[src/design/station_block_pkg.sv]
package station_block_pkg;

	// ==========================================================
	// Station block layout (byte indices)
	localparam int BLOCK_BYTES = 20;
	localparam int LOADED_BYTES = 12;
	localparam int BUFFER_OFFSET_IDX = 0;
	localparam int STATION_ADDRESS_IDX = 1;
	localparam int STATION_CONTROL_FLAGS_IDX = 3;
	localparam int NEXT_SEND_NUMBER_IDX = 4;
	localparam int ACKED_SEND_NUMBER_IDX = 6;
	localparam int ACCEPTED_RECEIVE_NUMBER_IDX = 7;
	localparam int BLOCK_IDENTIFIER_IDX = 8;
	localparam int RECEIVED_COMMAND_BYTE_IDX = 12;
	localparam int SENT_FRAME_COUNT_IDX = 14;
	localparam int RX_BUFFER_COUNT_IDX = 15;
	localparam int EXCEPTION_FLAGS_ONE_IDX = 18;
	localparam int EXCEPTION_FLAGS_TWO_IDX = 19;

	// ==========================================================
	// Field positions and values
	// Bit 7 of a flags byte is its most significant bit
	localparam int SKIP_BIT = 7;
	localparam int DATA_POLL_BIT = 6;
	localparam logic [7:0] MIN_BUFFER_OFFSET = 8'h02;
	localparam logic [7:0] BYTE_RESET = 8'h00;
	localparam int SENSE_INFO_BYTES = 24;

	// ==========================================================
	// Commands and frame kinds
	typedef enum logic [2:0] {
		CMD_POLL_TABLE = 3'h0,
		CMD_LOAD_BLOCK = 3'h1,
		CMD_READ_FRAME = 3'h2,
		CMD_WRITE_FRAME = 3'h3,
		CMD_POLL = 3'h4,
		CMD_BLOCK_SENSE = 3'h5,
		CMD_SENSE = 3'h6
	} command_type;

	typedef enum logic [1:0] {
		FRAME_READ = 2'h0,
		FRAME_WRITE = 2'h1,
		FRAME_POLL = 2'h2
	} frame_kind_type;

	typedef struct packed {
		command_type op;
		logic [23:0] data_address;
		logic [7:0] entry_count;
	} command_word_type;

	typedef struct packed {
		frame_kind_type kind;
		logic [23:0] buffer_address;
		logic [7:0] station_address;
		logic data_poll;
	} frame_request_type;

	typedef struct packed {
		logic data_check;
		logic command_reject;
	} completion_type;

	typedef struct packed {
		logic [7:0] received_command_byte;
		logic [7:0] sent_frame_count;
		logic [7:0] rx_buffer_count;
		logic [7:0] exception_flags_one;
		logic [7:0] exception_flags_two;
	} outcome_type;

endpackage

[src/design/station_block_control.sv]
`timescale 1ns/10ps
`default_nettype none

module station_block_control (
	input wire logic clock_i,
	input wire logic rst_n_i,
	input wire logic cmd_valid_i,
	output logic cmd_ready_o,
	input wire station_block_pkg::command_word_type cmd_i,
	output logic cmd_done_o,
	output station_block_pkg::completion_type cmd_status_o,
	output logic mem_req_valid_o,
	input wire logic mem_req_ready_i,
	output logic [23:0] mem_req_address_o,
	input wire logic mem_rsp_valid_i,
	input wire logic [7:0] mem_rsp_data_i,
	output logic frame_req_valid_o,
	input wire logic frame_req_ready_i,
	output station_block_pkg::frame_request_type frame_req_o,
	input wire logic frame_done_i,
	input wire logic rx_address_valid_i,
	input wire logic [7:0] rx_address_i,
	input wire logic secondary_station_i,
	output logic frame_accept_o,
	output logic soft_error_o,
	input wire logic outcome_we_i,
	input wire station_block_pkg::outcome_type outcome_i,
	input wire logic [station_block_pkg::SENSE_INFO_BYTES*8-1:0] sense_info_i,
	output logic sense_valid_o,
	input wire logic sense_ready_i,
	output logic [7:0] sense_data_o,
	output logic block_valid_o,
	output logic station_active_o
);

	// ==========================================================
	// Reset release
	logic rst_meta_q;
	logic rst_sync_q;

	always_ff @(posedge clock_i or negedge rst_n_i) begin
		if (!rst_n_i) begin
			rst_meta_q <= 1'b0;
			rst_sync_q <= 1'b0;
		end else begin
			rst_meta_q <= 1'b1;
			rst_sync_q <= rst_meta_q;
		end
	end

	// ==========================================================
	// State machine declarations
	typedef enum logic [3:0] {
		ST_IDLE = 4'h0,
		ST_FETCH_REQ = 4'h1,
		ST_FETCH_DATA = 4'h2,
		ST_CHECK = 4'h3,
		ST_FRAME_REQ = 4'h4,
		ST_FRAME_WAIT = 4'h5,
		ST_SENSE_INFO = 4'h6,
		ST_SENSE_BLOCK = 4'h7,
		ST_DONE = 4'h8
	} state_type;

	state_type state_q, state_d;
	logic [7:0] block_q [0:station_block_pkg::BLOCK_BYTES-1];
	logic block_valid_q;
	logic table_mode_q;
	logic [7:0] entries_left_q;
	logic [23:0] fetch_address_q;
	logic [23:0] data_address_q;
	station_block_pkg::frame_kind_type frame_kind_q;
	logic [4:0] byte_count_q;
	station_block_pkg::completion_type status_q;
	logic done_q;

	function automatic logic [23:0] offset_address(input logic [23:0] base, input logic [7:0] off);
		offset_address = base + {16'h0000, off};
	endfunction

	// ==========================================================
	// Decoding
	wire logic cmd_take = cmd_valid_i && cmd_ready_o;
	wire logic [7:0] buffer_offset = block_q[station_block_pkg::BUFFER_OFFSET_IDX];
	wire logic [7:0] station_address = block_q[station_block_pkg::STATION_ADDRESS_IDX];
	wire logic [7:0] control_flags = block_q[station_block_pkg::STATION_CONTROL_FLAGS_IDX];
	wire logic station_skip = control_flags[station_block_pkg::SKIP_BIT];
	wire logic offset_bad = buffer_offset < station_block_pkg::MIN_BUFFER_OFFSET;
	wire logic is_load = cmd_i.op == station_block_pkg::CMD_POLL_TABLE ||
		cmd_i.op == station_block_pkg::CMD_LOAD_BLOCK;
	wire logic is_sense = cmd_i.op == station_block_pkg::CMD_BLOCK_SENSE ||
		cmd_i.op == station_block_pkg::CMD_SENSE;
	// frame commands need a current block
	wire logic needs_block = !is_load && !is_sense;
	wire logic reject_cmd = needs_block && !block_valid_q;
	wire logic load_byte = (state_q == ST_FETCH_DATA) && mem_rsp_valid_i;
	wire logic last_load_byte = load_byte &&
		(byte_count_q == 5'(station_block_pkg::LOADED_BYTES - 1));
	wire logic frame_issued = (state_q == ST_FRAME_REQ) && frame_req_ready_i;

	// ==========================================================
	// Two-entry sense buffer
	logic [7:0] fifo_q [0:1];
	logic fifo_rd_q;
	logic fifo_wr_q;
	logic [1:0] fifo_count_q;
	logic [7:0] push_data;
	wire logic sensing = (state_q == ST_SENSE_INFO) || (state_q == ST_SENSE_BLOCK);
	wire logic fifo_full = fifo_count_q == 2'h2;
	wire logic push = sensing && !fifo_full;
	wire logic pop = sense_valid_o && sense_ready_i;
	wire logic last_info_byte = byte_count_q ==
		5'(station_block_pkg::SENSE_INFO_BYTES - 1);
	wire logic last_block_byte = byte_count_q ==
		5'(station_block_pkg::BLOCK_BYTES - 1);

	// all twenty block bytes, after the 24 sense info bytes for CMD_SENSE
	always_comb begin
		if (state_q == ST_SENSE_INFO) begin
			push_data = sense_info_i[byte_count_q*8 +: 8];
		end else begin
			push_data = block_q[byte_count_q];
		end
	end

	assign sense_valid_o = fifo_count_q != 2'h0;
	assign sense_data_o = fifo_q[fifo_rd_q];

	always_ff @(posedge clock_i or negedge rst_sync_q) begin
		if (!rst_sync_q) begin
			fifo_q[0] <= station_block_pkg::BYTE_RESET;
			fifo_q[1] <= station_block_pkg::BYTE_RESET;
			fifo_rd_q <= 1'b0;
			fifo_wr_q <= 1'b0;
			fifo_count_q <= 2'h0;
		end else begin
			if (push) begin
				fifo_q[fifo_wr_q] <= push_data;
				fifo_wr_q <= !fifo_wr_q;
			end
			if (pop) begin
				fifo_rd_q <= !fifo_rd_q;
			end
			fifo_count_q <= fifo_count_q + {1'b0, push} - {1'b0, pop};
		end
	end

	// ==========================================================
	// Command sequencing
	always_comb begin
		state_d = state_q;
		case (state_q)
			ST_IDLE: begin
				if (cmd_take) begin
					if (reject_cmd) begin
						state_d = ST_DONE;
					end else if (is_load) begin
						state_d = (cmd_i.op == station_block_pkg::CMD_POLL_TABLE &&
							cmd_i.entry_count == 8'h00) ? ST_DONE : ST_FETCH_REQ;
					end else if (cmd_i.op == station_block_pkg::CMD_BLOCK_SENSE) begin
						state_d = ST_SENSE_BLOCK;
					end else if (cmd_i.op == station_block_pkg::CMD_SENSE) begin
						state_d = ST_SENSE_INFO;
					end else if (cmd_i.op == station_block_pkg::CMD_POLL && station_skip) begin
						state_d = ST_DONE;
					end else begin
						state_d = ST_FRAME_REQ;
					end
				end
			end
			ST_FETCH_REQ: begin
				if (mem_req_ready_i) begin
					state_d = ST_FETCH_DATA;
				end
			end
			ST_FETCH_DATA: begin
				if (last_load_byte) begin
					state_d = ST_CHECK;
				end
			end
			ST_CHECK: begin
				if (offset_bad || (!table_mode_q)) begin
					state_d = ST_DONE;
				end else if (!station_skip) begin
					state_d = ST_FRAME_REQ;
				end else if (entries_left_q == 8'h01) begin
					state_d = ST_DONE;
				end else begin
					state_d = ST_FETCH_REQ;
				end
			end
			ST_FRAME_REQ: begin
				if (frame_issued) begin
					state_d = ST_FRAME_WAIT;
				end
			end
			ST_FRAME_WAIT: begin
				if (frame_done_i) begin
					if (table_mode_q && entries_left_q != 8'h01) begin
						state_d = ST_FETCH_REQ;
					end else begin
						state_d = ST_DONE;
					end
				end
			end
			ST_SENSE_INFO: begin
				if (push && last_info_byte) begin
					state_d = ST_SENSE_BLOCK;
				end
			end
			ST_SENSE_BLOCK: begin
				if (push && last_block_byte) begin
					state_d = ST_DONE;
				end
			end
			ST_DONE: begin
				state_d = ST_IDLE;
			end
			default: begin
				state_d = ST_IDLE;
			end
		endcase
	end

	always_ff @(posedge clock_i or negedge rst_sync_q) begin
		if (!rst_sync_q) begin
			state_q <= ST_IDLE;
			table_mode_q <= 1'b0;
			entries_left_q <= 8'h00;
			fetch_address_q <= 24'h000000;
			data_address_q <= 24'h000000;
			frame_kind_q <= station_block_pkg::FRAME_POLL;
			byte_count_q <= 5'h00;
			block_valid_q <= 1'b0;
			status_q <= '0;
			done_q <= 1'b0;
		end else begin
			state_q <= state_d;
			done_q <= state_q == ST_DONE;
			if (cmd_take) begin
				table_mode_q <= cmd_i.op == station_block_pkg::CMD_POLL_TABLE;
				entries_left_q <= cmd_i.entry_count;
				fetch_address_q <= cmd_i.data_address;
				data_address_q <= cmd_i.data_address;
				byte_count_q <= 5'h00;
				status_q.command_reject <= reject_cmd;
				status_q.data_check <= 1'b0;
				case (cmd_i.op)
					station_block_pkg::CMD_READ_FRAME: frame_kind_q <= station_block_pkg::FRAME_READ;
					station_block_pkg::CMD_WRITE_FRAME: frame_kind_q <= station_block_pkg::FRAME_WRITE;
					default: frame_kind_q <= station_block_pkg::FRAME_POLL;
				endcase
			end
			if (state_q == ST_FETCH_REQ) begin
				byte_count_q <= 5'h00;
			end else if (load_byte || push) begin
				byte_count_q <= (push && state_q == ST_SENSE_INFO && last_info_byte) ?
					5'h00 : byte_count_q + 5'h01;
			end
			if (state_q == ST_CHECK) begin
				block_valid_q <= !offset_bad;
				status_q.data_check <= offset_bad;
			end
			if ((state_q == ST_FRAME_WAIT && frame_done_i) ||
				(state_q == ST_CHECK && !offset_bad && station_skip)) begin
				entries_left_q <= entries_left_q - 8'h01;
				fetch_address_q <= fetch_address_q + 24'(station_block_pkg::BLOCK_BYTES);
			end
		end
	end

	// ==========================================================
	// Current block storage
	always_ff @(posedge clock_i or negedge rst_sync_q) begin
		if (!rst_sync_q) begin
			for (int i = 0; i < station_block_pkg::BLOCK_BYTES; i++) begin
				block_q[i] <= station_block_pkg::BYTE_RESET;
			end
		end else begin
			if (load_byte) begin
				block_q[byte_count_q] <= mem_rsp_data_i;
			end
			// outcome bytes come from the line side only
			if (state_q == ST_FETCH_REQ) begin
				for (int i = station_block_pkg::LOADED_BYTES; i < station_block_pkg::BLOCK_BYTES;
					i++) begin
					block_q[i] <= station_block_pkg::BYTE_RESET;
				end
			end else if (outcome_we_i) begin
				block_q[station_block_pkg::RECEIVED_COMMAND_BYTE_IDX] <= outcome_i.received_command_byte;
				block_q[station_block_pkg::SENT_FRAME_COUNT_IDX] <= outcome_i.sent_frame_count;
				block_q[station_block_pkg::RX_BUFFER_COUNT_IDX] <= outcome_i.rx_buffer_count;
				block_q[station_block_pkg::EXCEPTION_FLAGS_ONE_IDX] <= outcome_i.exception_flags_one;
				block_q[station_block_pkg::EXCEPTION_FLAGS_TWO_IDX] <= outcome_i.exception_flags_two;
			end
			// loaded fields held until next load
		end
	end

	// ==========================================================
	// Inbound address check
	logic accept_q;
	logic soft_error_q;
	wire logic address_match = block_valid_q && (rx_address_i == station_address);

	always_ff @(posedge clock_i or negedge rst_sync_q) begin
		if (!rst_sync_q) begin
			accept_q <= 1'b0;
			soft_error_q <= 1'b0;
		end else begin
			accept_q <= rx_address_valid_i && address_match;
			soft_error_q <= rx_address_valid_i && !address_match && !secondary_station_i;
		end
	end

	// ==========================================================
	// Outputs
	// Held low until the reset copy releases, so no command is taken and then lost
	assign cmd_ready_o = rst_sync_q && (state_q == ST_IDLE);
	assign cmd_done_o = done_q;
	assign cmd_status_o = status_q;
	assign mem_req_valid_o = state_q == ST_FETCH_REQ;
	assign mem_req_address_o = fetch_address_q;
	assign frame_req_valid_o = state_q == ST_FRAME_REQ;
	assign frame_accept_o = accept_q;
	assign soft_error_o = soft_error_q;
	assign block_valid_o = block_valid_q;
	assign station_active_o = block_valid_q && !station_skip;

	// offset added for every frame kind
	assign frame_req_o.buffer_address = offset_address(data_address_q, buffer_offset);
	assign frame_req_o.kind = table_mode_q ? station_block_pkg::FRAME_POLL : frame_kind_q;
	assign frame_req_o.station_address = station_address;
	assign frame_req_o.data_poll = control_flags[station_block_pkg::DATA_POLL_BIT];

endmodule

`default_nettype wire

[config.mk]
export PLATFORM = sky130hd
export DESIGN_NAME = station_block_control
export DESIGN_NICKNAME = d
export VERILOG_FILES = /design/src/design/station_block_pkg.sv /design/src/design/station_block_control.sv
export SDC_FILE = /design/constraint.sdc
export NUM_CORES = 1
export LEC_CHECK = 0
export ABC_AREA = 1
export BUFFER_PORTS_ARGS = -buffer_cell sky130_fd_sc_hd__buf_2
export CAP_MARGIN = 20
export CORE_ASPECT_RATIO = 1.4
export CORE_UTILIZATION = 45
export CTS_BUF_LIST = sky130_fd_sc_hd__clkbuf_8 sky130_fd_sc_hd__clkbuf_16
export DETAILED_ROUTE_END_ITERATION = 6
export PLACE_DENSITY = 0.7
export SYNTH_ARGS = -nofsm -noshare
export SYNTH_HDL_FRONTEND = slang
export SYNTH_SLANG_ARGS = --single-unit
[constraint.sdc]
create_clock -name clock_i -period 11.3 [get_ports clock_i]
set_clock_uncertainty 0.15 [all_clocks]
set_input_delay 0.565 -clock clock_i [delete_from_list [all_inputs] [get_ports clock_i]]
set_output_delay 0.565 -clock clock_i [all_outputs]
set_load 0.03 [all_outputs]
==> results of run 1 <==
[cells in the mapped netlist (21+ instances only)]
library cell	count
sky130_fd_sc_hd__nand2_1	820
sky130_fd_sc_hd__dfrtp_1	255
sky130_fd_sc_hd__o21ai_0	223
sky130_fd_sc_hd__inv_1	200
sky130_fd_sc_hd__nor2_1	172
sky130_fd_sc_hd__nand3_1	156
sky130_fd_sc_hd__buf_2	60
sky130_fd_sc_hd__o21ai_1	46
sky130_fd_sc_hd__a21oi_1	44
sky130_fd_sc_hd__o22ai_1	36
sky130_fd_sc_hd__clkbuf_1	35
sky130_fd_sc_hd__a22oi_1	32
sky130_fd_sc_hd__xor2_1	30
sky130_fd_sc_hd__buf_4	22
sky130_fd_sc_hd__nand2_2	22
sky130_fd_sc_hd__o211ai_1	21
[cell usage in the layout (no fill, tap or decap), types with 3 or more instances in the layout]
master                        n
sky130_fd_sc_hd__a21oi_1     44
sky130_fd_sc_hd__a22oi_1     32
sky130_fd_sc_hd__a32o_1       8
sky130_fd_sc_hd__buf_2      371
sky130_fd_sc_hd__buf_4        9
sky130_fd_sc_hd__bufinv_16    5
sky130_fd_sc_hd__clkbuf_16   27
sky130_fd_sc_hd__clkbuf_8     6
sky130_fd_sc_hd__dfrtp_1    252
sky130_fd_sc_hd__dfrtp_4      3
sky130_fd_sc_hd__ha_1        17
sky130_fd_sc_hd__inv_1      208
sky130_fd_sc_hd__inv_2        9
sky130_fd_sc_hd__inv_4        3
sky130_fd_sc_hd__nand2_1    820
sky130_fd_sc_hd__nand2_2     22
sky130_fd_sc_hd__nand2_4      6
sky130_fd_sc_hd__nand3_1    156
sky130_fd_sc_hd__nand3_2      4
sky130_fd_sc_hd__nand4_1      9
sky130_fd_sc_hd__nor2_1     172
sky130_fd_sc_hd__nor2_2       3
sky130_fd_sc_hd__nor2_4      15
sky130_fd_sc_hd__nor3_1      13
sky130_fd_sc_hd__nor4_4       3
sky130_fd_sc_hd__o211ai_1    21
sky130_fd_sc_hd__o21ai_0    223
sky130_fd_sc_hd__o21ai_1     46
sky130_fd_sc_hd__o21bai_1     4
sky130_fd_sc_hd__o22ai_1     36
sky130_fd_sc_hd__o22ai_2      7
sky130_fd_sc_hd__xnor2_1     14
sky130_fd_sc_hd__xor2_1      30
[power by group through the flow]
stage	sequential, mW	clock, mW	combinational (mW)
2_1_floorplan	1.51	0	1.87
3_3_place_gp	1.51	0	2.59
3_5_place_dp	1.52	0	2.63
4_1_cts	1.50	0.968	2.64
5_1_grt	1.54	1.01	2.93
6_report	1.51	0.965	2.66
[metal layers]
| layer | wire length, µm | vias to the layer above | part of all wire [%] | track usage (%) |
|---|---|---|---|---|
| met5 | 11 | - | 0.019 | 0 |
| met4 | 3290 | 2 | 5.8 | 17.1 |
| met3 | 4000 | 160 | 7.1 | 3.79 |
| met2 | 27900 | 834 | 49 | 53.3 |
| met1 | 21200 | 7896 | 38 | 35.9 |
| li1 | - | 8051 | - | - |
[state kept, by name (all words and copies together) (netlist names), 2 cells and up]
name	flops
block_q	136
data_address_q	24
mem_req_address_o	24
fifo_q	16
buffer_offset	8
control_flags	8
entries_left_q	8
station_address	8
byte_count_q	5
state_q	4
cmd_status_o	2
fifo_count_q	2
frame_kind_q	2
[layout make-up]
type | count | area [µm²] | share of cell area (%)
multi-input combinational | 1731 | 8380 | 43.9
tap | 456 | 571 | 2.99
clock buffer | 33 | 758 | 3.97
inverter | 215 | 816 | 4.27
antenna | 1 | 2.50 | 0.0131
sequential | 256 | 6420 | 33.6
timing repair buffer | 382 | 1950 | 10.2
clock inverter | 15 | 194 | 1.02
[worst paths after layout]
kind,cells after the start,startpoint,endpoint,slack (ns)
setup / recovery,3,rst_sync_q$_DFF_PN0_,byte_count_q[0]$_DFFE_PN0P_,7.51
hold / removal,2,secondary_station_i,soft_error_o$_DFF_PN0_,0.02
setup reg to reg,3,rst_sync_q$_DFF_PN0_,byte_count_q[0]$_DFFE_PN0P_,7.51
hold reg to reg,0,rst_meta_q$_DFF_PN0_,rst_sync_q$_DFF_PN0_,0.20
max in group clock_i,6,byte_count_q[0]$_DFFE_PN0P_,station_address[5]$_DFFE_PN0P_,7.51
min in group asynchronous,2,rst_n_i,rst_sync_q$_DFF_PN0_,0.17
[worst max-delay path, stage by stage, from the launching register on]
cell and delay (ns):
sky130_fd_sc_hd__dfrtp_4 0.98, sky130_fd_sc_hd__buf_4 0.72, sky130_fd_sc_hd__buf_4 0.85, sky130_fd_sc_hd__buf_4 0.84
[cell families (layout without fill, tap and decap cells)]
| logic type | count (synthesis) | in the layout |
|---|---|---|
| buf+inv | 336 | 645 |
| mux | 1 | 1 |
| other cells | 1 | 2 |
| xor+xnor | 44 | 44 |
| fa+ha+maj | 18 | 18 |
| simple gates | 1234 | 1234 |
| flops | 256 | 256 |
| compound gates | 433 | 433 |
==> Flow_metrics.wiki, run 1 <==
{| class="wikitable"
! Metric !! Value
|-
| Result of the run || finished, violations left
|-
| Violated checks || DRC
|-
| Post-cts hold buffer count || 1
|-
| Detailed-routing iteration count for the pre-antenna-repair pass || 7
|-
| Share of flip-flops with an asynchronous set or reset || between 90% and 100%
|-
| WL final || 56500 µm
|-
| Buffer count from post-CTS setup fixing || 0
|-
| Count of buffers inserted at the top-level ports || 371
|-
| Layout overhead on the synthesized area || 17.7%
|-
| Worst relative slew slack || a little over a quarter
|-
| Critical path start-end classification || reg -> async
|-
| Gates resized, CTS repair || 0
|-
| Sequential element share of the synthesized area || 39.5%
|-
| Net total in the final layout || 2925
|-
| Worst Hold Margin || 0.0247 ns
|-
| Clk_lat worst skew || between 0.5 and 0.6 ns
|-
| Average cell area after synthesis || 6.98 µm²
|-
| Worst min-delay path category || in -> reg
|-
| Global-route wire length before repair || roughly 87000 µm
|-
| DR vias || around 17000
|-
| Element type at the critical path start || flip-flop
|-
| Die footprint || 0.0368 mm²
|-
| Number of clock sinks || 256
|-
| Post-synthesis share of cell area spent on and, or, nand and nor gates || 32.5%
|-
| Multiplexer share of the synthesized area || 0.0617%
|-
| Number of fill cells || 3485
|-
| Placer's final routability congestion estimate || slightly above 0.9
|-
| Buffer levels on the longest clock path || 3
|-
| Synthesis Warnings || 0
|-
| Clock share of power || 18.8%
|-
| Final setup violating endpoints || 0
|-
| CTS HTree Levels || 1
|-
| Final Cell Area || 0.0191 mm²
|-
| Maximum Capacitance Violations || 0
|-
| Post-Place Setup Slack || 7.39 ns
|-
| Pwr Density || roughly 270 mW/mm²
|-
| Total gr overflow || 0
|-
| Final cell count without fillers || 3089
|-
| Core ar. || 0.0353 mm²
|-
| Peak fanout along the critical path || 72
|-
| Post-synth design cell area || 0.0162 mm²
|-
| Required time of the critical path || 11.59 ns
|-
| Clock-pin slew reported for the worst setup and hold paths after clock tree synthesis || 0.06 ns
|-
| Logic gate share of total power || between 50% and 60%
|-
| Number of pins with negative max-slew slack in the final report || 0
|-
| Net count after synthesis || between 2000 and 3000
|-
| Number of rows created at floorplan || 81
|-
| Top-level port count || 372
|-
| Fin worst setup slack || 7.51 ns
|-
| Clock tree from TritonCTS || yes
|-
| Sequential share of power || between 20% and 30%
|-
| Library cell with the largest summed area after synthesis || sky130_fd_sc_hd__dfrtp_1
|-
| Largest net degree at the start of global routing || 112
|-
| Compound-Gate Fraction of Synth Area || 15.3%
|-
| Minimum clock period after layout || 3.79 ns
|-
| Dpl cell area || 0.0181 mm²
|-
| Synth area leaders || sky130_fd_sc_hd__dfrtp_1 39%, sky130_fd_sc_hd__nand2_1 19%, sky130_fd_sc_hd__o21ai_0 6.9%
|-
| Post-Place Cells || 3038
|-
| Data arrival time of the worst path || 4.08 ns
|-
| CTS Buf Count || 27
|-
| Number of flops mapped to enable cells by yosys || 0
|-
| Hpwl dp || 41100 µm
|-
| Post-route clock period utilization || about a third
|-
| Sum of negative setup slack || 0 ns
|-
| Number of antenna violations at the first check in global routing || 1
|-
| Static Leak || 9.89 nW
|-
| Initial drt markers || roughly 1600
|-
| FMAX || 264 MHz
|-
| Util after Layout || 54.2%
|-
| Mean routed wirelength per cell || 18.3 µm
|-
| Vias in the first global route || roughly 16000
|-
| GRT Util Overall || 30.4%
|-
| Largest family of logic cells by synthesized area || simple AND/OR/NAND/NOR gates
|-
| Internal power consumption || between 2 and 3 mW
|-
| Synth Flop Type || sky130_fd_sc_hd__dfrtp_1
|-
| Die Height || 227 µm
|-
| Area fraction of the dominant cell type after synthesis || 39.3%
|-
| Number of nets still failing antenna checks after routing || 0
|-
| Initial Util || 46.0%
|-
| Final hold vios || 0
|-
| Switching power share of the total || 49.1%
|-
| Arithmetic-cell share of the synthesized area counting full adders, half adders and majority gates || approximately 1.4%
|-
| Number of design rule violations left after detail routing || 1
|-
| Mean number of vias per cell || 5.48
|-
| Worst vdd rail ir drop || 0.000225 V
|-
| Fraction of layout cells with a size suffix above 1 || approximately 19%
|-
| Distinct cell type count of the synthesized netlist || 55
|-
| Root Buffer Master || sky130_fd_sc_hd__clkbuf_16
|-
| Overall power after layout || 5.14 mW
|-
| Transition time at the pin with the least slew margin || approximately 1.1 ns
|-
| Post-synthesis register bit count || 256
|-
| Width of the die || around 160 µm
|-
| Kind of end point of the critical path || async pin
|-
| Cells after synthesis || 2323
|-
| Net Switching || 2.52 mW
|-
| Xor/xnor cell area share of the yosys netlist || 2.38%
|-
| Setup repair after global routing missed its margin || false
|}
Note: power is estimated with default switching activity, not from simulation.
==> inputs of run 2 (changes only) <==
--- a/config.mk
+++ b/config.mk
@@ -12,7 +12,7 @@
 export CORE_UTILIZATION = 45
 export CTS_BUF_LIST = sky130_fd_sc_hd__clkbuf_8 sky130_fd_sc_hd__clkbuf_16
 export DETAILED_ROUTE_END_ITERATION = 6
-export PLACE_DENSITY = 0.7
+export PLACE_DENSITY = 0.73
 export SYNTH_ARGS = -nofsm -noshare
 export SYNTH_HDL_FRONTEND = slang
 export SYNTH_SLANG_ARGS = --single-unit
==> constraint.sdc (replaced) <==
create_clock -name clock_i -period 3.35 [get_ports clock_i]
set_clock_uncertainty 0.15 [all_clocks]
set_input_delay 0.1675 -clock clock_i [delete_from_list [all_inputs] [get_ports clock_i]]
set_output_delay 0.1675 -clock clock_i [all_outputs]
set_load 0.03 [all_outputs]
==> run 2 against run 1 <==
First-iteration DRC count up 8.5%. Setup slack worse by 7.3 ns. Largest cell class unchanged. Core utilization up 3.0 points. The run now ends clean. Critical path depth rose by 6. Largest power group unchanged. Clock-buffer cell count is 2 higher. Combinational power grew to 3.4 times the previous value. Sequential share of layout area shrank 1.8 points. Register-to-register slack got worse by 6.9 ns. Die area unchanged. Final cell count is 3.3% higher. Via count grew 3.4%. Total power increased to 3.4 times the previous value.
==> Flow_metrics.wiki, run 2 (synthesis results as in run 1) <==
{| class="wikitable"
! Metric !! Value
|-
| Commonest non-fill, non-tap cell in the layout || sky130_fd_sc_hd__nand2_1 (unchanged)
|-
| CTS HTree Levels || 1 (unchanged)
|-
| Mean routed wirelength per cell || 17.9 µm (was 18.3 µm)
|-
| Clk_lat worst skew || 0.56 ns (was 0.55 ns)
|-
| Final cell count without fillers || 3191 (was 3089)
|-
| Worst Hold Margin || 0.000673 ns (was 0.0247 ns)
|-
| Total gr overflow || 0 (unchanged)
|-
| Initial drt markers || 1745 (was 1608)
|-
| Element type at the critical path start || flip-flop (unchanged)
|-
| Cell-by-cell listing of the critical path || ha_1 > fa_1 > nand3_1 > nand2_1 > a21boi_0 > o21ai_0 > nand3_1 > xor2_1 > buf_2 (was buf_4 > buf_4 > buf_4)
|-
| Worst min-delay path category || in -> reg (unchanged)
|-
| Vias in the first global route || 16900 (was 16200)
|-
| Net total in the final layout || 3026 (was 2925)
|-
| Maximum Capacitance Violations || 0 (unchanged)
|-
| Die footprint || 0.0368 mm² (unchanged)
|-
| Number of fill cells || 3332 (was 3485)
|-
| Overall power after layout || 17.3 mW (was 5.14 mW)
|-
| Clock-pin slew reported for the worst setup and hold paths after clock tree synthesis || 0.06 ns (about the same)
|-
| Pwr Density || 857 mW/mm² (was 269 mW/mm²)
|-
| Most used cells in the layout excluding fill and tap cells || 806 x sky130_fd_sc_hd__nand2_1, 371 x sky130_fd_sc_hd__buf_2, 252 x sky130_fd_sc_hd__dfrtp_1, 217 x sky130_fd_sc_hd__o21ai_0, 204 x sky130_fd_sc_hd__inv_1 (was 820 x sky130_fd_sc_hd__nand2_1, 371 x sky130_fd_sc_hd__buf_2, 252 x sky130_fd_sc_hd__dfrtp_1, 223 x sky130_fd_sc_hd__o21ai_0, 208 x sky130_fd_sc_hd__inv_1)
|-
| Width of the die || 162 µm (unchanged)
|-
| Critical Path Max Stage Delay || 0.41 ns (was 0.98 ns)
|-
| Number of nets still failing antenna checks after routing || 0 (unchanged)
|-
| CTS Buf Count || 26 (was 27)
|-
| Fin worst setup slack || 0.166 ns (was 7.51 ns)
|-
| Seq. cell area || 0.00642 mm² (unchanged)
|-
| Peak fanout along the critical path || 4 (was 72)
|-
| Cell repeated most along the worst path || sky130_fd_sc_hd__nand3_1 (was sky130_fd_sc_hd__buf_4)
|-
| Category of cells accounting for the largest share of critical-path delay || adder cells (was buffers and inverters)
|-
| Hpwl dp || 41000 µm (was 41100 µm)
|-
| Detailed-routing iteration count for the pre-antenna-repair pass || 7 (unchanged)
|-
| Post-Place Cells || 3044 (was 3038)
|-
| Number of rows created at floorplan || 81 (unchanged)
|-
| FMAX || roughly 310 MHz
|-
| Number of pins with negative max-slew slack in the final report || 0 (unchanged)
|-
| Core ar. || 0.0353 mm² (unchanged)
|-
| Top-level port count || 372 (unchanged)
|-
| Final setup violating endpoints || 0 (unchanged)
|-
| Die Height || 227 µm (unchanged)
|-
| Number of clock sinks || 256 (unchanged)
|-
| Placer's final routability congestion estimate || 0.968 (was 0.930)
|-
| Critical path start-end classification || reg -> out (was reg -> async)
|-
| Largest net degree at the start of global routing || 183 (was 112)
|-
| Result of the run || complete, no violations (was finished, violations left)
|-
| Post-route clock period utilization || between 90% and 100%
|-
| Number of antenna violations at the first check in global routing || 1 (unchanged)
|-
| Initial Util || 46.0% (unchanged)
|-
| Count of buffers inserted at the top-level ports || 371 (unchanged)
|-
| Required time of the critical path || 3.03 ns (was 11.59 ns)
|-
| Buffer levels on the longest clock path || 3 (unchanged)
|-
| Transition time at the pin with the least slew margin || 0.991 ns (was 1.10 ns)
|-
| Flip-flop count of the largest register after layout || 136 (unchanged)
|-
| Slowest stage cell on the critical path || sky130_fd_sc_hd__dfrtp_1 (was sky130_fd_sc_hd__dfrtp_4)
|-
| GRT Util Overall || 30.6% (was 30.4%)
|-
| Area taken by multi-input logic gates || 0.00844 mm² (was 0.00838 mm²)
|-
| Worst vdd rail ir drop || 0.000617 V (was 0.000225 V)
|-
| Number of design rule violations left after detail routing || 0 (was 1)
|-
| Mean number of vias per cell || 5.49 (was 5.48)
|-
| Final hold vios || 0 (unchanged)
|-
| Worst relative slew slack || 34.0% (was 26.8%)
|-
| Fraction of layout cells with a size suffix above 1 || 19.6% (was 19.4%)
|-
| Clock tree from TritonCTS || yes (unchanged)
|-
| Setup repair after global routing missed its margin || false (unchanged)
|-
| Post-Place Setup Slack || 0.668 ns (was 7.39 ns)
|-
| WL final || 57100 µm (was 56500 µm)
|-
| Gates resized, CTS repair || 0 (unchanged)
|-
| Minimum clock period after layout || between 3 and 4 ns
|-
| Final Cell Area || 0.0202 mm² (was 0.0191 mm²)
|-
| Kind of end point of the critical path || output pin (was async pin)
|-
| Static Leak || 10.3 nW (was 9.89 nW)
|-
| Root Buffer Master || sky130_fd_sc_hd__clkbuf_16 (unchanged)
|-
| Layout overhead on the synthesized area || 24.3% (was 17.7%)
|-
| Largest register by flop count || block_q (unchanged)
|-
| Global-route wire length before repair || 88400 µm (was 87400 µm)
|-
| Buffers plus inverters on the worst setup path || 1 (was 3)
|-
| Dpl cell area || 0.0183 mm² (was 0.0181 mm²)
|-
| DR vias || 17500 (was 16900)
|-
| Data arrival time of the worst path || 2.87 ns (was 4.08 ns)
|}
run 2: timing repair:
action	CTS	global route
hold buffers	98	0
endpoints found under the hold margin	157	0
setup buffers	0	0
run 2: per-layer routing:
metal | routed length [µm] | GRT usage, % | up-vias
li1 | - | - | 8267
met1 | 21400 | 35.1 | 8172
met2 | 28200 | 53.8 | 877
met3 | 3820 | 4.19 | 199
met4 | 3740 | 18.4 | 0
met5 | 0 | 0 | -
run 2: worst register-to-register path, delay by kind of cell (launching register included):
family | cells | cell delay, ns
simple gates | 6 | 0.85
fa+ha+maj | 1 | 0.67
compound gates | 1 | 0.09
flops | 1 | 0.68
buf+inv | 1 | 0.25
run 2: final timing paths:
kind	endpoint	slack, ns	depth (start not counted)	start
setup / recovery	frame_req_o[19]	0.17	9	data_address_q[0]$_DFFE_PN0P_
hold / removal	state_q[2]$_DFFE_PN0P_	0.0007	4	frame_req_ready_i
setup reg to reg	state_q[1]$_DFFE_PN0P_	0.58	9	byte_count_q[0]$_DFFE_PN0P_
hold reg to reg	rst_sync_q$_DFF_PN0_	0.20	0	rst_meta_q$_DFF_PN0_
max in group asynchronous	state_q[0]$_DFFE_PN0P_	1.06	2	rst_sync_q$_DFF_PN0_
min in group asynchronous	rst_meta_q$_DFF_PN0_	0.35	3	rst_n_i
run 2: area by class of cell:
class | instances | area share (%)
clock buffers | 35 | 3.90
inverters | 215 | 4.06
repair buffers | 484 | 14.9
well taps | 456 | 2.83
flip-flops and latches | 256 | 31.8
clock inverters | 13 | 0.583
multi-input cells | 1731 | 41.9
diodes | 1 | 0.0124
run 2: per-stage QoR:
step | util (%) | TNS (ns)
after floorplan | - | -12.30
after global routing | 57.2 | 0
after CTS | 57.2 | 0
after global placement | 51.8 | 0
after detailed placement | 51.8 | 0
final | 57.2 | 0
run 2: power by group:
group / internal (mW) / switching, mW
logic: 2.83 / 6.33
registers: 4.15 / 0.884
clock network: 1.79 / 1.30
==> inputs of run 3 (changes only) <==
--- a/config.mk
+++ b/config.mk
@@ -9,10 +9,11 @@
 export BUFFER_PORTS_ARGS = -buffer_cell sky130_fd_sc_hd__buf_2
 export CAP_MARGIN = 20
 export CORE_ASPECT_RATIO = 1.4
+export CORE_MARGIN = 2
 export CORE_UTILIZATION = 45
 export CTS_BUF_LIST = sky130_fd_sc_hd__clkbuf_8 sky130_fd_sc_hd__clkbuf_16
 export DETAILED_ROUTE_END_ITERATION = 6
-export PLACE_DENSITY = 0.73
+export PLACE_DENSITY = 0.7
 export SYNTH_ARGS = -nofsm -noshare
 export SYNTH_HDL_FRONTEND = slang
 export SYNTH_SLANG_ARGS = --single-unit
==> constraint.sdc (replaced) <==
create_clock -name clock_i -period 3.4 [get_ports clock_i]
set_clock_uncertainty 0.15 [all_clocks]
set_input_delay 0.17 -clock clock_i [delete_from_list [all_inputs] [get_ports clock_i]]
set_output_delay 0.17 -clock clock_i [all_outputs]
set_load 0.03 [all_outputs]
==> run 3 against run 2 <==
Wire length up 0.89%. Cell area shrank 0.28%. Sequential power is essentially flat. Core utilization fell by 0.86 points. First-iteration DRC count shrank 20%. Total power shrank 2.1%. Clock power decreased by 5%. Setup slack better by 0.041 ns. Non-clock buffer count up 1. Clock-buffer cell count shrank 7. Highest routed layer unchanged.
==> Flow_metrics.wiki, run 3 (synthesis results as in run 1) <==
{| class="wikitable"
! Metric !! Value
|-
| Final setup violating endpoints || 0 (unchanged)
|-
| Buffer count from post-CTS setup fixing || 0 (unchanged)
|-
| Sum of negative setup slack || 0 ns (unchanged)
|-
| Element type at the critical path start || flip-flop (unchanged)
|-
| Hold path startpoint || sense_info_i[131] (was frame_req_ready_i)
|-
| Number of fill cells || 3442 (was 3332)
|-
| Worst r2r src || byte_count_q[1]$_DFFE_PN0P_ (was byte_count_q[0]$_DFFE_PN0P_)
|-
| Fraction of layout cells with a size suffix above 1 || 19.5% (was 19.6%)
|-
| Commonest non-fill, non-tap cell in the layout || sky130_fd_sc_hd__nand2_1 (unchanged)
|-
| Global-route wire length before repair || 89400 µm (was 88400 µm)
|-
| Result of the run || complete, no violations (unchanged)
|-
| Flip-flop count of the largest register after layout || 136 (unchanged)
|-
| Seq. cell area || 0.00642 mm² (unchanged)
|-
| Core ar. || 0.0357 mm² (was 0.0353 mm²)
|-
| Initial drt markers || 1388 (was 1745)
|-
| Critical Path Source || buffer_offset[0]$_DFFE_PN0P_ (was data_address_q[0]$_DFFE_PN0P_)
|-
| Number of clock sinks || 256 (unchanged)
|-
| Maximum Capacitance Violations || 0 (unchanged)
|-
| Layout overhead on the synthesized area || 23.9% (was 24.3%)
|-
| Worst vdd rail ir drop || 0.000584 V (was 0.000617 V)
|-
| Net Switching || 8.36 mW (was 8.52 mW)
|-
| Logic gate share of total power || 53.1% (was 53.0%)
|-
| Critical path start-end classification || reg -> out (unchanged)
|-
| Die Height || 229 µm (was 227 µm)
|-
| Root Buffer Master || sky130_fd_sc_hd__clkbuf_16 (unchanged)
|-
| Required time of the critical path || 3.08 ns (was 3.03 ns)
|-
| Width of the die || 164 µm (was 162 µm)
|-
| Kind of end point of the critical path || output pin (unchanged)
|-
| Minimum clock period after layout || between 3 and 4 ns
|-
| Number of nets still failing antenna checks after routing || 0 (unchanged)
|-
| Largest register by flop count || block_q (unchanged)
|-
| Net total in the final layout || 3028 (was 3026)
|-
| CTS HTree Levels || 1 (unchanged)
|-
| DR vias || 17400 (was 17500)
|-
| GRT Util Overall || 30.0% (was 30.6%)
|-
| Clk_lat worst skew || 0.55 ns (was 0.56 ns)
|-
| Mean number of vias per cell || 5.44 (was 5.49)
|-
| Placer's final routability congestion estimate || 0.944 (was 0.968)
|-
| Number of antenna violations at the first check in global routing || 0 (was 1)
|-
| Top-level port count || 372 (unchanged)
|-
| Switching power share of the total || 49.4% (was 49.3%)
|-
| Worst relative slew slack || 20.9% (was 34.0%)
|-
| Mean routed wirelength per cell || 18.0 µm (was 17.9 µm)
|-
| Clock-pin slew reported for the worst setup and hold paths after clock tree synthesis || 0.06 ns (about the same)
|-
| Peak fanout along the critical path || 4 (unchanged)
|-
| WL final || 57600 µm (was 57100 µm)
|-
| Worst min-delay path category || in -> reg (unchanged)
|-
| Most used cells in the layout excluding fill and tap cells || 806 x sky130_fd_sc_hd__nand2_1, 371 x sky130_fd_sc_hd__buf_2, 252 x sky130_fd_sc_hd__dfrtp_1, 216 x sky130_fd_sc_hd__o21ai_0, 214 x sky130_fd_sc_hd__inv_1 (was 806 x sky130_fd_sc_hd__nand2_1, 371 x sky130_fd_sc_hd__buf_2, 252 x sky130_fd_sc_hd__dfrtp_1, 217 x sky130_fd_sc_hd__o21ai_0, 204 x sky130_fd_sc_hd__inv_1)
|-
| Vias in the first global route || 17000 (was 16900)
|-
| Transition time at the pin with the least slew margin || 1.19 ns (was 0.991 ns)
|-
| Post-route clock period utilization || a little over nine tenths
|-
| Buffer levels on the longest clock path || 3 (unchanged)
|-
| Sequential share of power || 29.5% (was 29.1%)
|-
| Initial Util || 45.4% (was 46.0%)
|-
| Total gr overflow || 0 (unchanged)
|-
| Number of design rule violations left after detail routing || 0 (unchanged)
|-
| Hpwl dp || 41500 µm (was 41000 µm)
|-
| Detailed-routing iteration count for the pre-antenna-repair pass || 7 (unchanged)
|-
| FMAX || ~310 MHz
|-
| Internal power consumption || 8.57 mW (was 8.77 mW)
|-
| Final hold vios || 0 (unchanged)
|-
| Pwr Density || 842 mW/mm² (was 857 mW/mm²)
|-
| Fin worst setup slack || 0.206 ns (was 0.166 ns)
|-
| Setup repair after global routing missed its margin || false (unchanged)
|-
| Number of rows created at floorplan || 82 (was 81)
|-
| Count of buffers inserted at the top-level ports || 371 (unchanged)
|-
| Area taken by multi-input logic gates || 0.00844 mm² (unchanged)
|-
| Die footprint || 0.0376 mm² (was 0.0368 mm²)
|-
| Static Leak || 10.3 nW (about the same)
|-
| Largest net degree at the start of global routing || 189 (was 183)
|-
| # diodes || 0 (was 1)
|-
| Data arrival time of the worst path || 2.87 ns (about the same)
|-
| Clock share of power || 17.3% (was 17.9%)
|-
| Post-Place Setup Slack || 0.626 ns (was 0.668 ns)
|-
| Clock tree from TritonCTS || yes (unchanged)
|-
| CTS Buf Count || 27 (was 26)
|-
| Number of pins with negative max-slew slack in the final report || 0 (unchanged)
|}
==> run 3: cell count changes in the layout (fill, tap and decap cells not counted), sizes merged <==
cell,change
buf,+6
dlygate4sd3,-5
clkinv,-2
bufinv,+1
clkinvlp,-3
diode,-1
inv,+12
clkbuf,-7
==> run 3: repair_timing <==
item                                    in CTS  in global routing
resized for setup                            0                  1
hold buffers                                93                  0
endpoints found under the setup margin       0                  3
endpoints found under the hold margin      154                  0
==> run 3: layer usage <==
layer | global-route usage, % | vias up | routed length, µm
li1 | - | 8270 | -
met1 | 34.8 | 8147 | 21600
met2 | 52.6 | 808 | 28400
met3 | 3.81 | 176 | 3810
met4 | 17.3 | 0 | 3790
met5 | 0 | - | 0
==> run 3: power by group through the flow <==
stage / combinational [mW] / sequential [mW] / clock [mW]
4_1_cts: 8.94 / 4.98 / 2.96
3_5_place_dp: 8.82 / 5.03 / 0
5_1_grt: 9.90 / 5.12 / 3.08
3_3_place_gp: 8.68 / 4.98 / 0
6_report: 9.00 / 5.00 / 2.93
2_1_floorplan: 6.26 / 5.01 / 0
==> run 3: layout make-up <==
cell class,instances,area share (%)
repair buffers,485,14.9
inverters,215,4.07
well taps,462,2.87
clock buffers,28,3.43
clock inverters,21,0.846
flip-flops and latches,256,31.9
multi-input cells,1731,42.0
==> run 3: worst max-delay path: stages (launching register included) <==
cell                       delay [ns]
sky130_fd_sc_hd__dfrtp_1         0.38
sky130_fd_sc_hd__ha_1            0.26
sky130_fd_sc_hd__fa_1            0.42
sky130_fd_sc_hd__nand3_1         0.10
sky130_fd_sc_hd__nand2_1         0.12
sky130_fd_sc_hd__a21boi_0        0.31
sky130_fd_sc_hd__o21ai_0         0.20
sky130_fd_sc_hd__nand3_1         0.12
sky130_fd_sc_hd__xor2_1          0.18
sky130_fd_sc_hd__buf_2           0.23
==> run 3: path summary, 6_finish.rpt <==
kind	end	slack [ns]	cells after the start
max	frame_req_o[19]	0.21	9
min	fifo_q[3]$_DFFE_PN0P_	0.01	7
max reg2reg	state_q[1]$_DFFE_PN0P_	0.56	9
min reg2reg	rst_sync_q$_DFF_PN0_	0.20	0
max in group asynchronous	block_q[95]$_DFFE_PN0P_	1.32	2
min in group asynchronous	data_address_q[1]$_DFFE_PN0P_	0.32	1
==> run 3: metrics by stage <==
stage / total power [mW] / util (%) / hold slack [ns] / cells / cell area, µm²
floorplan: 11.3 / - / -0.276 / 2323 / 16300
global placement: 13.7 / 51.3 / -0.155 / 3056 / 18300
detailed placement: 13.9 / 51.3 / -0.152 / 3056 / 18300
CTS: 16.9 / 56.3 / 0.0000163 / 3198 / 20100
global route: 18.1 / 56.3 / 0.0654 / 3198 / 20100
finish: 16.9 / 56.3 / 0.0134 / 3198 / 20100
